`config.mk`:
```
export PLATFORM = sky130hd
export DESIGN_NAME = scope_rate_planner
export DESIGN_NICKNAME = d
export VERILOG_FILES = /design/src/scope_rate_pkg.sv /design/src/scope_rate_planner.sv
export VERILOG_INCLUDE_DIRS = /design/src
export SDC_FILE = /design/constraint.sdc
export NUM_CORES = 2
export LEC_CHECK = 0
export ABC_CLOCK_PERIOD_IN_PS = 13450
export BUFFER_PORTS_ARGS = -buffer_cell sky130_fd_sc_hd__buf_2
export CORE_MARGIN = 1.5
export CORE_UTILIZATION = 40
export CTS_BUF_LIST = sky130_fd_sc_hd__clkbuf_4
export DETAILED_ROUTE_END_ITERATION = 8
export HOLD_SLACK_MARGIN = 0.12
export PLACE_DENSITY = 0.53
export SLEW_MARGIN = 30
export SYNTH_ARGS = -nofsm -noshare
export SYNTH_HDL_FRONTEND = slang
export SYNTH_SLANG_ARGS = --single-unit
```
`constraint.sdc`:
```
create_clock -name i_clk -period 13.45 [get_ports i_clk]
set_clock_uncertainty 0.1 [all_clocks]
set_input_delay 2.69 -clock i_clk [delete_from_list [all_inputs] [get_ports i_clk]]
set_output_delay 2.69 -clock i_clk [all_outputs]
set_load 0.01 [all_outputs]
```
`src/scope_rate_cfg.svh`:
```
// Purpose: Offsets, field positions, reset values and constants of the scope rate planner
// Assumes: Included by its bare name from the planner and the testbench
// Notes:   Operation list follows
//
// Operation
// - Twenty samples are stored for every division of the sweep step time.
// - Group prescale is 1 without filter, 2 above 10 kHz, 30 otherwise.
// - Largest prescale of all groups is applied.
// - Converter speed is 3 MS/s divided by the applied prescale.
// - Buffer depth is the constant 1048576 samples, also in master-slave.
// - Channel count is the largest channel number of any single instrument.
// - Pack factor is 50, 20, 10, 5, 2 or 1; defaults to 10. Here a held pack can be any integer from 1 to 50.
// - Interface transfer delivers every stored value whatever the pack factor.
// - While held, storage speed stays fixed; sweep changes alter pack only.
// - Storage speed is twenty times pack factor over sweep step time.
// - Capture span is buffer depth over channel count over storage speed.
// - Ceiling is buffer depth over cycle time times channels times 1.7.
// - Ceiling above converter speed is clamped to converter speed.
// - Sweep floor is twenty over ceiling; smaller sweep steps are refused.
// - Non-integer converter-to-storage ratio is floored and divides converter speed.
// - Unheld pack: 10 at ratio 10+, 5 from 5, 2 from 2, else 1.
// - On hold save sweep and pack; pack becomes new sweep times ratio, 1-50.
// - Pack factor outside 1 to 50 marks the sweep setting invalid.
`ifndef SCOPE_RATE_CFG_SVH
`define SCOPE_RATE_CFG_SVH

`define REG_CTRL         8'h00
`define REG_FILTER       8'h04
`define REG_CYCLE        8'h08
`define REG_CHANNELS     8'h0c
`define REG_STATUS       8'h10
`define REG_SPEED        8'h14
`define REG_PACK         8'h18
`define REG_SPAN         8'h1c
`define REG_CEILING      8'h20
`define REG_FLOOR        8'h24
`define REG_CONV         8'h28

`define CTRL_FREEZE_BIT  4
`define STEP_COUNT       5'd16
`define SAMPLES_PER_DIV  48'd20
`define BUF_DEPTH        48'd1048576
`define SWEEP_STEP_TIME_RATE        48'd3000000
`define ADMIN_X10        48'd17
`define US_PER_S         48'd1000000
`define MS_PER_S         48'd1000
`define PRESC_NONE       48'd1
`define PRESC_HIGH       48'd2
`define PRESC_LOW        48'd30
`define PACK_RESET       8'd10
`define PACK_MAX         48'd50
`define STEP_RESET       4'd9
`define CYCLE_RESET      16'd500
`define CHAN_RESET       4'h4
`define DIV_BITS         6'd48

`endif

```
`src/scope_rate_pkg.sv`:
```
// Purpose: Types of the scope rate planner
// Assumes: Constants come from the cfg header
// Notes:   Nothing is imported; users write scope_rate_pkg::name
package scope_rate_pkg;

  typedef enum logic [3:0] {
    ST_IDLE  = 4'b0001,
    ST_LOAD  = 4'b0010,
    ST_DIV   = 4'b0100,
    ST_STORE = 4'b1000
  } state_t;

  typedef enum logic [2:0] {
    PH_CONV  = 3'h0,
    PH_CEIL  = 3'h1,
    PH_FLOOR = 3'h2,
    PH_PACK  = 3'h3,
    PH_RATE  = 3'h4,
    PH_RATIO = 3'h5,
    PH_REAL  = 3'h6,
    PH_SPAN  = 3'h7
  } phase_t;

  typedef struct packed {
    logic [3:0]  step;
    logic        freeze;
    logic [15:0] filters;
    logic [15:0] cycle_ms;
    logic [3:0]  chan_master;
    logic [3:0]  chan_slave;
  } cfg_t;

  typedef struct packed {
    logic [31:0] speed;
    logic [7:0]  pack;
    logic [31:0] span_ms;
    logic [31:0] ceiling;
    logic [31:0] floor_us;
    logic [31:0] conv;
  } result_t;

endpackage

```
`src/scope_rate_planner.sv`:
```
// Purpose: Scope storage rate, pack factor, span and limits from host settings
// Assumes: Avalon-MM slave with waitrequest; one clock, synchronous active-low reset
// Notes:   One shared serial divider runs each computation phase in turn
//
// The register offsets and the Avalon-MM interface to the registers are this design's own decisions.
`timescale 1ns/1ps
`include "scope_rate_cfg.svh"

module scope_rate_planner #(
  parameter int GROUPS = 3
) (
  // Clock and reset
  input  wire logic        i_clk,
  input  wire logic        i_nrst,
  // Avalon-MM slave
  input  wire logic [7:0]  i_address,
  input  wire logic        i_read,
  input  wire logic        i_write,
  input  wire logic [31:0] i_writedata,
  output logic      [31:0] o_readdata,
  output logic             o_waitrequest,
  // Status
  output logic             o_busy,
  output logic             o_error
);

  if (GROUPS < 1 || GROUPS > 8) begin : g_groups_check
    $error("GROUPS must be 1 to 8");
  end

  scope_rate_pkg::cfg_t    cfg_r;
  scope_rate_pkg::result_t res_r;
  scope_rate_pkg::state_t  state_r;
  scope_rate_pkg::phase_t  phase_r;
  logic [3:0]  saved_sweep_step_r;
  logic [7:0]  saved_pack_factor_r;
  logic [31:0] rate_req_r;
  logic [31:0] ratio_r;
  logic        start_r;
  logic        wr_go;
  logic [47:0] num_r;
  logic [47:0] den_r;
  logic [47:0] quo_r;
  logic [48:0] rem_r;
  logic [5:0]  cnt_r;
  logic [48:0] rem_shift;
  logic [47:0] step_us;
  logic [47:0] presc;
  logic [47:0] chan;

  // Sweep step in microseconds from its 1-2-5 index
  function automatic logic [47:0] step_to_us(input logic [3:0] idx);
    logic [47:0] dec;
    logic [47:0] mant;
    dec = 48'd10;
    for (int i = 0; i < 5; i++) begin
      if (idx >= 4'(3 * (i + 1))) begin
        dec = dec * 48'd10;
      end
    end
    case (idx % 4'd3)
      4'd0:    mant = 48'd1;
      4'd1:    mant = 48'd2;
      default: mant = 48'd5;
    endcase
    step_to_us = dec * mant;
  endfunction

  // Largest prescale over all groups
  function automatic logic [47:0] max_presc(input logic [15:0] f);
    logic [47:0] m;
    m = `PRESC_NONE;
    for (int g = 0; g < GROUPS; g++) begin
      if (f[2*g +: 2] == 2'h1 && m < `PRESC_HIGH) begin
        m = `PRESC_HIGH;
      end else if (f[2*g +: 2] >= 2'h2) begin
        m = `PRESC_LOW;
      end
    end
    max_presc = m;
  endfunction

  // Channel count is the larger instrument
  function automatic logic [47:0] max_chan(input logic [3:0] a, input logic [3:0] b);
    max_chan = {44'h0, (a > b) ? a : b};
  endfunction

  always_comb begin
    step_us   = step_to_us(cfg_r.step);
    presc     = max_presc(cfg_r.filters);
    chan      = max_chan(cfg_r.chan_master, cfg_r.chan_slave);
    rem_shift = {rem_r[47:0], num_r[47]};
  end

  assign wr_go = i_write && !o_waitrequest;

  // Bus handshake: one wait cycle, then the answer
  always_ff @(posedge i_clk) begin
    if (!i_nrst) begin
      o_waitrequest <= 1'b1;
      o_readdata    <= 32'h0;
    end else if ((i_read || i_write) && o_waitrequest) begin
      o_waitrequest <= 1'b0;
      o_readdata    <= 32'h0;
      if (i_read) begin
        case (i_address)
          `REG_CTRL:     o_readdata <= {27'h0, cfg_r.freeze, cfg_r.step};
          `REG_FILTER:   o_readdata <= {16'h0, cfg_r.filters};
          `REG_CYCLE:    o_readdata <= {16'h0, cfg_r.cycle_ms};
          `REG_CHANNELS: o_readdata <= {24'h0, cfg_r.chan_slave, cfg_r.chan_master};
          `REG_STATUS:   o_readdata <= {30'h0, o_error, o_busy};
          `REG_SPEED:    o_readdata <= res_r.speed;
          `REG_PACK:     o_readdata <= {24'h0, res_r.pack};
          `REG_SPAN:     o_readdata <= res_r.span_ms;
          `REG_CEILING:  o_readdata <= res_r.ceiling;
          `REG_FLOOR:    o_readdata <= res_r.floor_us;
          `REG_CONV:     o_readdata <= res_r.conv;
          default:       o_readdata <= 32'h0;
        endcase
      end
    end else begin
      o_waitrequest <= 1'b1;
    end
  end

  // Configuration registers
  always_ff @(posedge i_clk) begin
    if (!i_nrst) begin
      cfg_r.step        <= `STEP_RESET;
      cfg_r.freeze      <= 1'b0;
      cfg_r.filters     <= 16'h0;
      cfg_r.cycle_ms    <= `CYCLE_RESET;
      cfg_r.chan_master <= `CHAN_RESET;
      cfg_r.chan_slave  <= 4'h0;
    end else if (wr_go) begin
      case (i_address)
        `REG_CTRL: begin
          if (i_writedata[3:0] < `STEP_COUNT) begin
            cfg_r.step <= i_writedata[3:0];
          end
          cfg_r.freeze <= i_writedata[`CTRL_FREEZE_BIT];
        end
        `REG_FILTER:   cfg_r.filters     <= i_writedata[15:0];
        `REG_CYCLE:    cfg_r.cycle_ms    <= i_writedata[15:0];
        `REG_CHANNELS: begin
          cfg_r.chan_master <= i_writedata[3:0];
          cfg_r.chan_slave  <= i_writedata[7:4];
        end
        default: ;
      endcase
    end
  end

  // Hold snapshot of sweep and pack
  always_ff @(posedge i_clk) begin
    if (!i_nrst) begin
      saved_sweep_step_r  <= `STEP_RESET;
      saved_pack_factor_r <= `PACK_RESET;
    end else if (wr_go && i_address == `REG_CTRL && i_writedata[`CTRL_FREEZE_BIT] && !cfg_r.freeze) begin
      saved_sweep_step_r  <= cfg_r.step;
      saved_pack_factor_r <= res_r.pack;
    end
  end

  // Recompute request; a new write wins over the start taken
  always_ff @(posedge i_clk) begin
    if (!i_nrst) begin
      start_r <= 1'b1;
    end else if (wr_go && i_address <= `REG_CHANNELS) begin
      start_r <= 1'b1;
    end else if (state_r == scope_rate_pkg::ST_IDLE) begin
      start_r <= 1'b0;
    end
  end

  // Serial restoring divider
  always_ff @(posedge i_clk) begin
    if (!i_nrst) begin
      rem_r <= 49'h0;
      quo_r <= 48'h0;
      cnt_r <= 6'h0;
    end else if (state_r == scope_rate_pkg::ST_LOAD) begin
      rem_r <= 49'h0;
      quo_r <= 48'h0;
      cnt_r <= `DIV_BITS;
    end else if (state_r == scope_rate_pkg::ST_DIV) begin
      cnt_r <= cnt_r - 6'd1;
      if (rem_shift >= {1'b0, den_r}) begin
        rem_r <= rem_shift - {1'b0, den_r};
        quo_r <= {quo_r[46:0], 1'b1};
      end else begin
        rem_r <= rem_shift;
        quo_r <= {quo_r[46:0], 1'b0};
      end
    end
  end

  // Operand selection and dividend shifting
  always_ff @(posedge i_clk) begin
    if (!i_nrst) begin
      num_r <= 48'h0;
      den_r <= 48'h1;
    end else if (state_r == scope_rate_pkg::ST_LOAD) begin
      case (phase_r)
        scope_rate_pkg::PH_CONV: begin
          num_r <= `SWEEP_STEP_TIME_RATE;
          den_r <= presc;
        end
        scope_rate_pkg::PH_CEIL: begin
          num_r <= `BUF_DEPTH * 48'd10 * `MS_PER_S;
          den_r <= {32'h0, cfg_r.cycle_ms} * `ADMIN_X10 * chan;
        end
        scope_rate_pkg::PH_FLOOR: begin
          num_r <= `SAMPLES_PER_DIV * `US_PER_S;
          den_r <= {16'h0, res_r.ceiling};
        end
        scope_rate_pkg::PH_PACK: begin
          if (cfg_r.freeze) begin
            num_r <= step_us * {40'h0, saved_pack_factor_r};
            den_r <= step_to_us(saved_sweep_step_r);
          end else begin
            num_r <= {16'h0, res_r.ceiling} * step_us;
            den_r <= `SAMPLES_PER_DIV * `US_PER_S;
          end
        end
        scope_rate_pkg::PH_RATE: begin
          num_r <= `SAMPLES_PER_DIV * `US_PER_S * {40'h0, res_r.pack};
          den_r <= step_us;
        end
        scope_rate_pkg::PH_RATIO: begin
          num_r <= {16'h0, res_r.conv};
          den_r <= {16'h0, rate_req_r};
        end
        scope_rate_pkg::PH_REAL: begin
          num_r <= {16'h0, res_r.conv};
          den_r <= {16'h0, ratio_r};
        end
        default: begin
          num_r <= `BUF_DEPTH * `MS_PER_S;
          den_r <= chan * {16'h0, res_r.speed};
        end
      endcase
    end else if (state_r == scope_rate_pkg::ST_DIV) begin
      num_r <= {num_r[46:0], 1'b0};
    end
  end

  // Phase sequencer
  always_ff @(posedge i_clk) begin
    if (!i_nrst) begin
      state_r <= scope_rate_pkg::ST_IDLE;
      phase_r <= scope_rate_pkg::PH_CONV;
      o_busy  <= 1'b0;
    end else begin
      case (state_r)
        scope_rate_pkg::ST_IDLE: begin
          o_busy <= start_r;
          if (start_r) begin
            phase_r <= scope_rate_pkg::PH_CONV;
            state_r <= scope_rate_pkg::ST_LOAD;
          end
        end
        scope_rate_pkg::ST_LOAD: begin
          if (cfg_r.cycle_ms == 16'h0 || chan == 48'h0) begin
            state_r <= scope_rate_pkg::ST_IDLE;
          end else begin
            state_r <= scope_rate_pkg::ST_DIV;
          end
        end
        scope_rate_pkg::ST_DIV: begin
          if (cnt_r == 6'd1) begin
            state_r <= scope_rate_pkg::ST_STORE;
          end
        end
        scope_rate_pkg::ST_STORE: begin
          state_r <= scope_rate_pkg::ST_LOAD;
          phase_r <= scope_rate_pkg::phase_t'(phase_r + 3'h1);
          case (phase_r)
            scope_rate_pkg::PH_FLOOR: begin
              if (step_us < quo_r) begin
                state_r <= scope_rate_pkg::ST_IDLE;
              end
            end
            scope_rate_pkg::PH_PACK: begin
              if (cfg_r.freeze) begin
                state_r <= scope_rate_pkg::ST_IDLE;
              end
            end
            scope_rate_pkg::PH_SPAN: state_r <= scope_rate_pkg::ST_IDLE;
            default: ;
          endcase
        end
        default: state_r <= scope_rate_pkg::ST_IDLE;
      endcase
    end
  end

  // Results and validity
  always_ff @(posedge i_clk) begin
    if (!i_nrst) begin
      res_r.speed    <= 32'h0;
      res_r.pack     <= `PACK_RESET;
      res_r.span_ms  <= 32'h0;
      res_r.ceiling  <= 32'h0;
      res_r.floor_us <= 32'h0;
      res_r.conv     <= 32'h0;
      rate_req_r     <= 32'h1;
      ratio_r        <= 32'h1;
      o_error        <= 1'b0;
    end else if (state_r == scope_rate_pkg::ST_LOAD && (cfg_r.cycle_ms == 16'h0 || chan == 48'h0)) begin
      o_error <= 1'b1;
    end else if (state_r == scope_rate_pkg::ST_STORE) begin
      case (phase_r)
        scope_rate_pkg::PH_CONV: res_r.conv <= quo_r[31:0];
        scope_rate_pkg::PH_CEIL: begin
          if (quo_r > {16'h0, res_r.conv}) begin
            res_r.ceiling <= res_r.conv;
          end else begin
            res_r.ceiling <= quo_r[31:0];
          end
        end
        scope_rate_pkg::PH_FLOOR: begin
          res_r.floor_us <= quo_r[31:0];
          if (step_us < quo_r) begin
            o_error <= 1'b1;
          end
        end
        scope_rate_pkg::PH_PACK: begin
          if (cfg_r.freeze) begin
            if (quo_r < 48'h1 || quo_r > `PACK_MAX) begin
              o_error <= 1'b1;
            end else begin
              res_r.pack <= quo_r[7:0];
              o_error    <= 1'b0;
            end
          end else if (quo_r >= 48'd10) begin
            res_r.pack <= 8'd10;
          end else if (quo_r >= 48'd5) begin
            res_r.pack <= 8'd5;
          end else if (quo_r >= 48'd2) begin
            res_r.pack <= 8'd2;
          end else begin
            res_r.pack <= 8'd1;
          end
        end
        scope_rate_pkg::PH_RATE: rate_req_r <= (quo_r == 48'h0) ? 32'h1 : quo_r[31:0];
        scope_rate_pkg::PH_RATIO: ratio_r <= (quo_r == 48'h0) ? 32'h1 : quo_r[31:0];
        scope_rate_pkg::PH_REAL: res_r.speed <= quo_r[31:0];
        default: begin
          res_r.span_ms <= quo_r[31:0];
          o_error       <= 1'b0;
        end
      endcase
    end
  end

endmodule // scope_rate_planner

```
==> run metrics <==
failing checks=setup timing; period utilization=105%; GR Overflow Total=0; P&R area growth vs syn=12.9%; Internal=2540 uW; Logic pwr share=about 12%; Final Hold Vio Count=0; largest net degree at the start of global routing=approximately 100; Starting Density=40.3%; drt drc=0; routability cong.=0.953; storage element area=10400 um2; GR Util All Layers=27.9%; Synth area leaders=fa_1 (26%), dfxtp_1 (14%), ha_1 (12%), nand2_1 (8.9%), inv_1 (6.4%); post-synth top area share=roughly a quarter; sw frac=29.7%; crit path from=cfg_r[44]; Clock Pin Slew Worst Setup and Hold Paths=60 ps; Layout Nets=10.7k; vias in the first global route=64.9k; hold slack=349 ps; Max-slew headroom=between 20% and 30%; P per Cell Area=44.6 nW/um2; htree depth=4; CTS sink count=518; fmax=70.9 MHz; Power, Total=3620 uW; fin util=between 40% and 50%; commonest non-fill, non-tap cell in the layout=nand2_1; multi-input logic area=roughly 57000 um2; initial antenna violation count=10; Setup Crit Path Kind=reg -> reg; post-synth design cell area=around 72000 um2; met1 global-route usage=38.2%; first-pass GRT wire length=391000 um; fin worst setup slack=-647 ps; Hold Path Sink=num_r[29]; Rows=155; reg2reg path depth=68; clock latency on the worst-skew pair=between 1000 and 1500 ps; CTS Buf Count=155; Seq cells post-synth=518; met3 Use GR=between 4 and 5%; CP arrival=14940 ps; flop2flop setup slack=-650 ps; cell count after synthesis=8879; # fillers=17.7k; origin of the critical flop-to-flop path=cfg_r[44]; Hold Path Cell Cnt=2; sequential cell area fraction in the yosys report=14.4%; Die Y-Extent=427 um; Post-DP HPWL=193000 um; CTS tree=done; Max VDD drop=0.0000785 V; met2 GRT Util=44.0%; Worst R2R End=num_r[40]; clock power share=about 44%; ys flop type=dfxtp_1; Port Buffers=62; hold path start=num_r[28]; max-cap violations=0; io pins=just under 80; Root Buffer=clkbuf_4; hold buffer count at CTS=0; CP max stage cell=fa_1; Critical Path RT=14290 ps; die width=~430 um; run status=finished, violations left; leading cell types in the layout, fill and taps excluded=nand2_1 (1693), inv_1 (1204), fa_1 (911); Setup crit start kind=flop; RSZ-0062 raised after global routing=yes; Top Usage Layer GRT=met2; Post-Syn Area per Cell=around 8.1 um2; Seq pwr share=43.8%; die area=approximately 180000 um2; Yosys cell types=85; worst-margin pin slew=between 1000 and 1500 ps; vias post-DR=~64k; async set-reset flop share out of synthesis=0%; WL per Instance=22.0 um; 1st-pass router iterations=9; Iter 0 DRT Violations=around 5.3k; YS warnings=0; Tightest Hold Check Type=reg -> reg; Post-synth EDFFs=0; P_leak=0.0376 uW; antenna-violating nets left=0; layout cell share with drive strength beyond 1=between 10% and 20%; clock tree buffer depth=3; Synthesized Nets=10.6k; Post-Route WL=253000 um; Slew Limit Fails=0; switching power=1080 uW; Via density=roughly 5.5; leading area contributor after synthesis=fa_1; Max FO, Critical Path=7; CP max stage delay=510 ps; Critical Path End Type=flop; core area=between 150000 and 200000 um2; minimum clock period=14100 ps; Finish-stage setup viols=22; most used cell along the critical path=fa_1
[through the flow]
step | std cells | cell area (um2) | setup TNS [ps] | setup slack, ps
floorplan | 8879 | 72300 | -182 | -71.2
global placement | 11179 | 77200 | -19020 | -1010
detailed placement | 11182 | 77200 | -19860 | -1060
CTS | 11497 | 80600 | -6760 | -488
global route | 11515 | 81200 | -23130 | -1180
finish | 11518 | 81200 | -8770 | -647
[flip-flops by register name, indices dropped and copies added, names as in the netlist, 3 cells and up]
name                 flops
res_r                  168
num_r                   48
quo_r                   48
rem_r                   48
cfg_r                   45
den_r                   36
o_readdata              32
rate_req_r              32
ratio_r                 32
saved_pack_factor_r      8
cnt_r                    6
saved_sweep_step_r       4
state_r                  4
phase_r                  3
[power by group through the flow]
stage	combinational [uW]	sequential, uW	clock [uW]
floorplan	310	1610	0
global placement	432	1620	0
detailed placement	435	1620	0
CTS	439	1580	1620
global route	486	1580	1700
finish	446	1580	1590
[cell families after synthesis]
logic type      count (synthesis)  synth area share, %
simple gates                 2854                 17.8
buf+inv                      1788                 9.35
compound gates               1774                 16.5
fa+ha+maj                    1628                 37.9
flops                         518                 14.4
xor+xnor                      256                 3.18
mux                            61                0.892
[worst max path at each step]
stage	end	depth (start not counted)	slack [ps]
2_1_floorplan	num_r[44]	69	-70
3_3_place_gp	num_r[41]	64	-1010
3_5_place_dp	num_r[41]	64	-1060
4_1_cts	num_r[46]	66	-490
5_1_grt	num_r[41]	68	-1180
6_report	num_r[40]	68	-650
[layer usage]
metal | wire length (um) | share of wire (%) | vias to the layer above
li1 | - | - | 29186
met1 | 111000 | 44 | 31686
met2 | 112000 | 44 | 2347
met3 | 19500 | 7.7 | 465
met4 | 10900 | 4.3 | 2
met5 | 12 | 0.0047 | -
[area by class of cell]
class / instances / area share [%]
tap: 2355 / 3.63
antenna: 9 / 0.0277
clock buffer: 220 / 2.03
sequential: 518 / 12.8
clock inverter: 46 / 0.391
inverter: 1234 / 5.71
timing repair buffer: 562 / 5.52
multi-input combinational: 6574 / 69.9
[critical path: cells and delay by family (launching register included)]
kind / cells / cell delay [ps]
flip-flops: 1 / 330
multiplexers: 1 / 280
buffers and inverters: 12 / 760
adder cells (fa/ha/maj): 18 / 6500
AND/OR/NAND/NOR: 9 / 1250
XOR/XNOR: 2 / 640
AO/OA/AOI/OAI: 26 / 4080
[cell usage after synthesis, types with 32 or more instances]
| master | count |
|---|---|
| nand4_1 | 41 |
| nor4_1 | 32 |
| dfxtp_1 | 518 |
| a211oi_1 | 43 |
| nor2_1 | 270 |
| o211a_1 | 45 |
| o211ai_1 | 53 |
| ha_1 | 709 |
| o21ai_0 | 302 |
| nand2b_1 | 66 |
| a21oi_1 | 445 |
| nor2b_1 | 124 |
| inv_1 | 1232 |
| and2_1 | 363 |
| mux2i_1 | 36 |
| a31oi_1 | 56 |
| o21bai_1 | 36 |
| a21boi_0 | 237 |
| nand3_1 | 86 |
| fa_1 | 919 |
| xnor2_1 | 164 |
| o21a_1 | 45 |
| nand2_1 | 1708 |
| nor3_1 | 67 |
| clkbuf_1 | 527 |
| xor2_1 | 88 |
| a22oi_1 | 61 |
| a222oi_1 | 42 |
| a221oi_1 | 50 |
| a21o_1 | 159 |
[timing repair]
action                     CTS  global route
gates cloned                 1             0
setup endpoints to repair   28            31
gates resized for setup    186           110
buffers inserted            52            20
pin swaps                  156           174
Power figures use the tool's default switching activity.
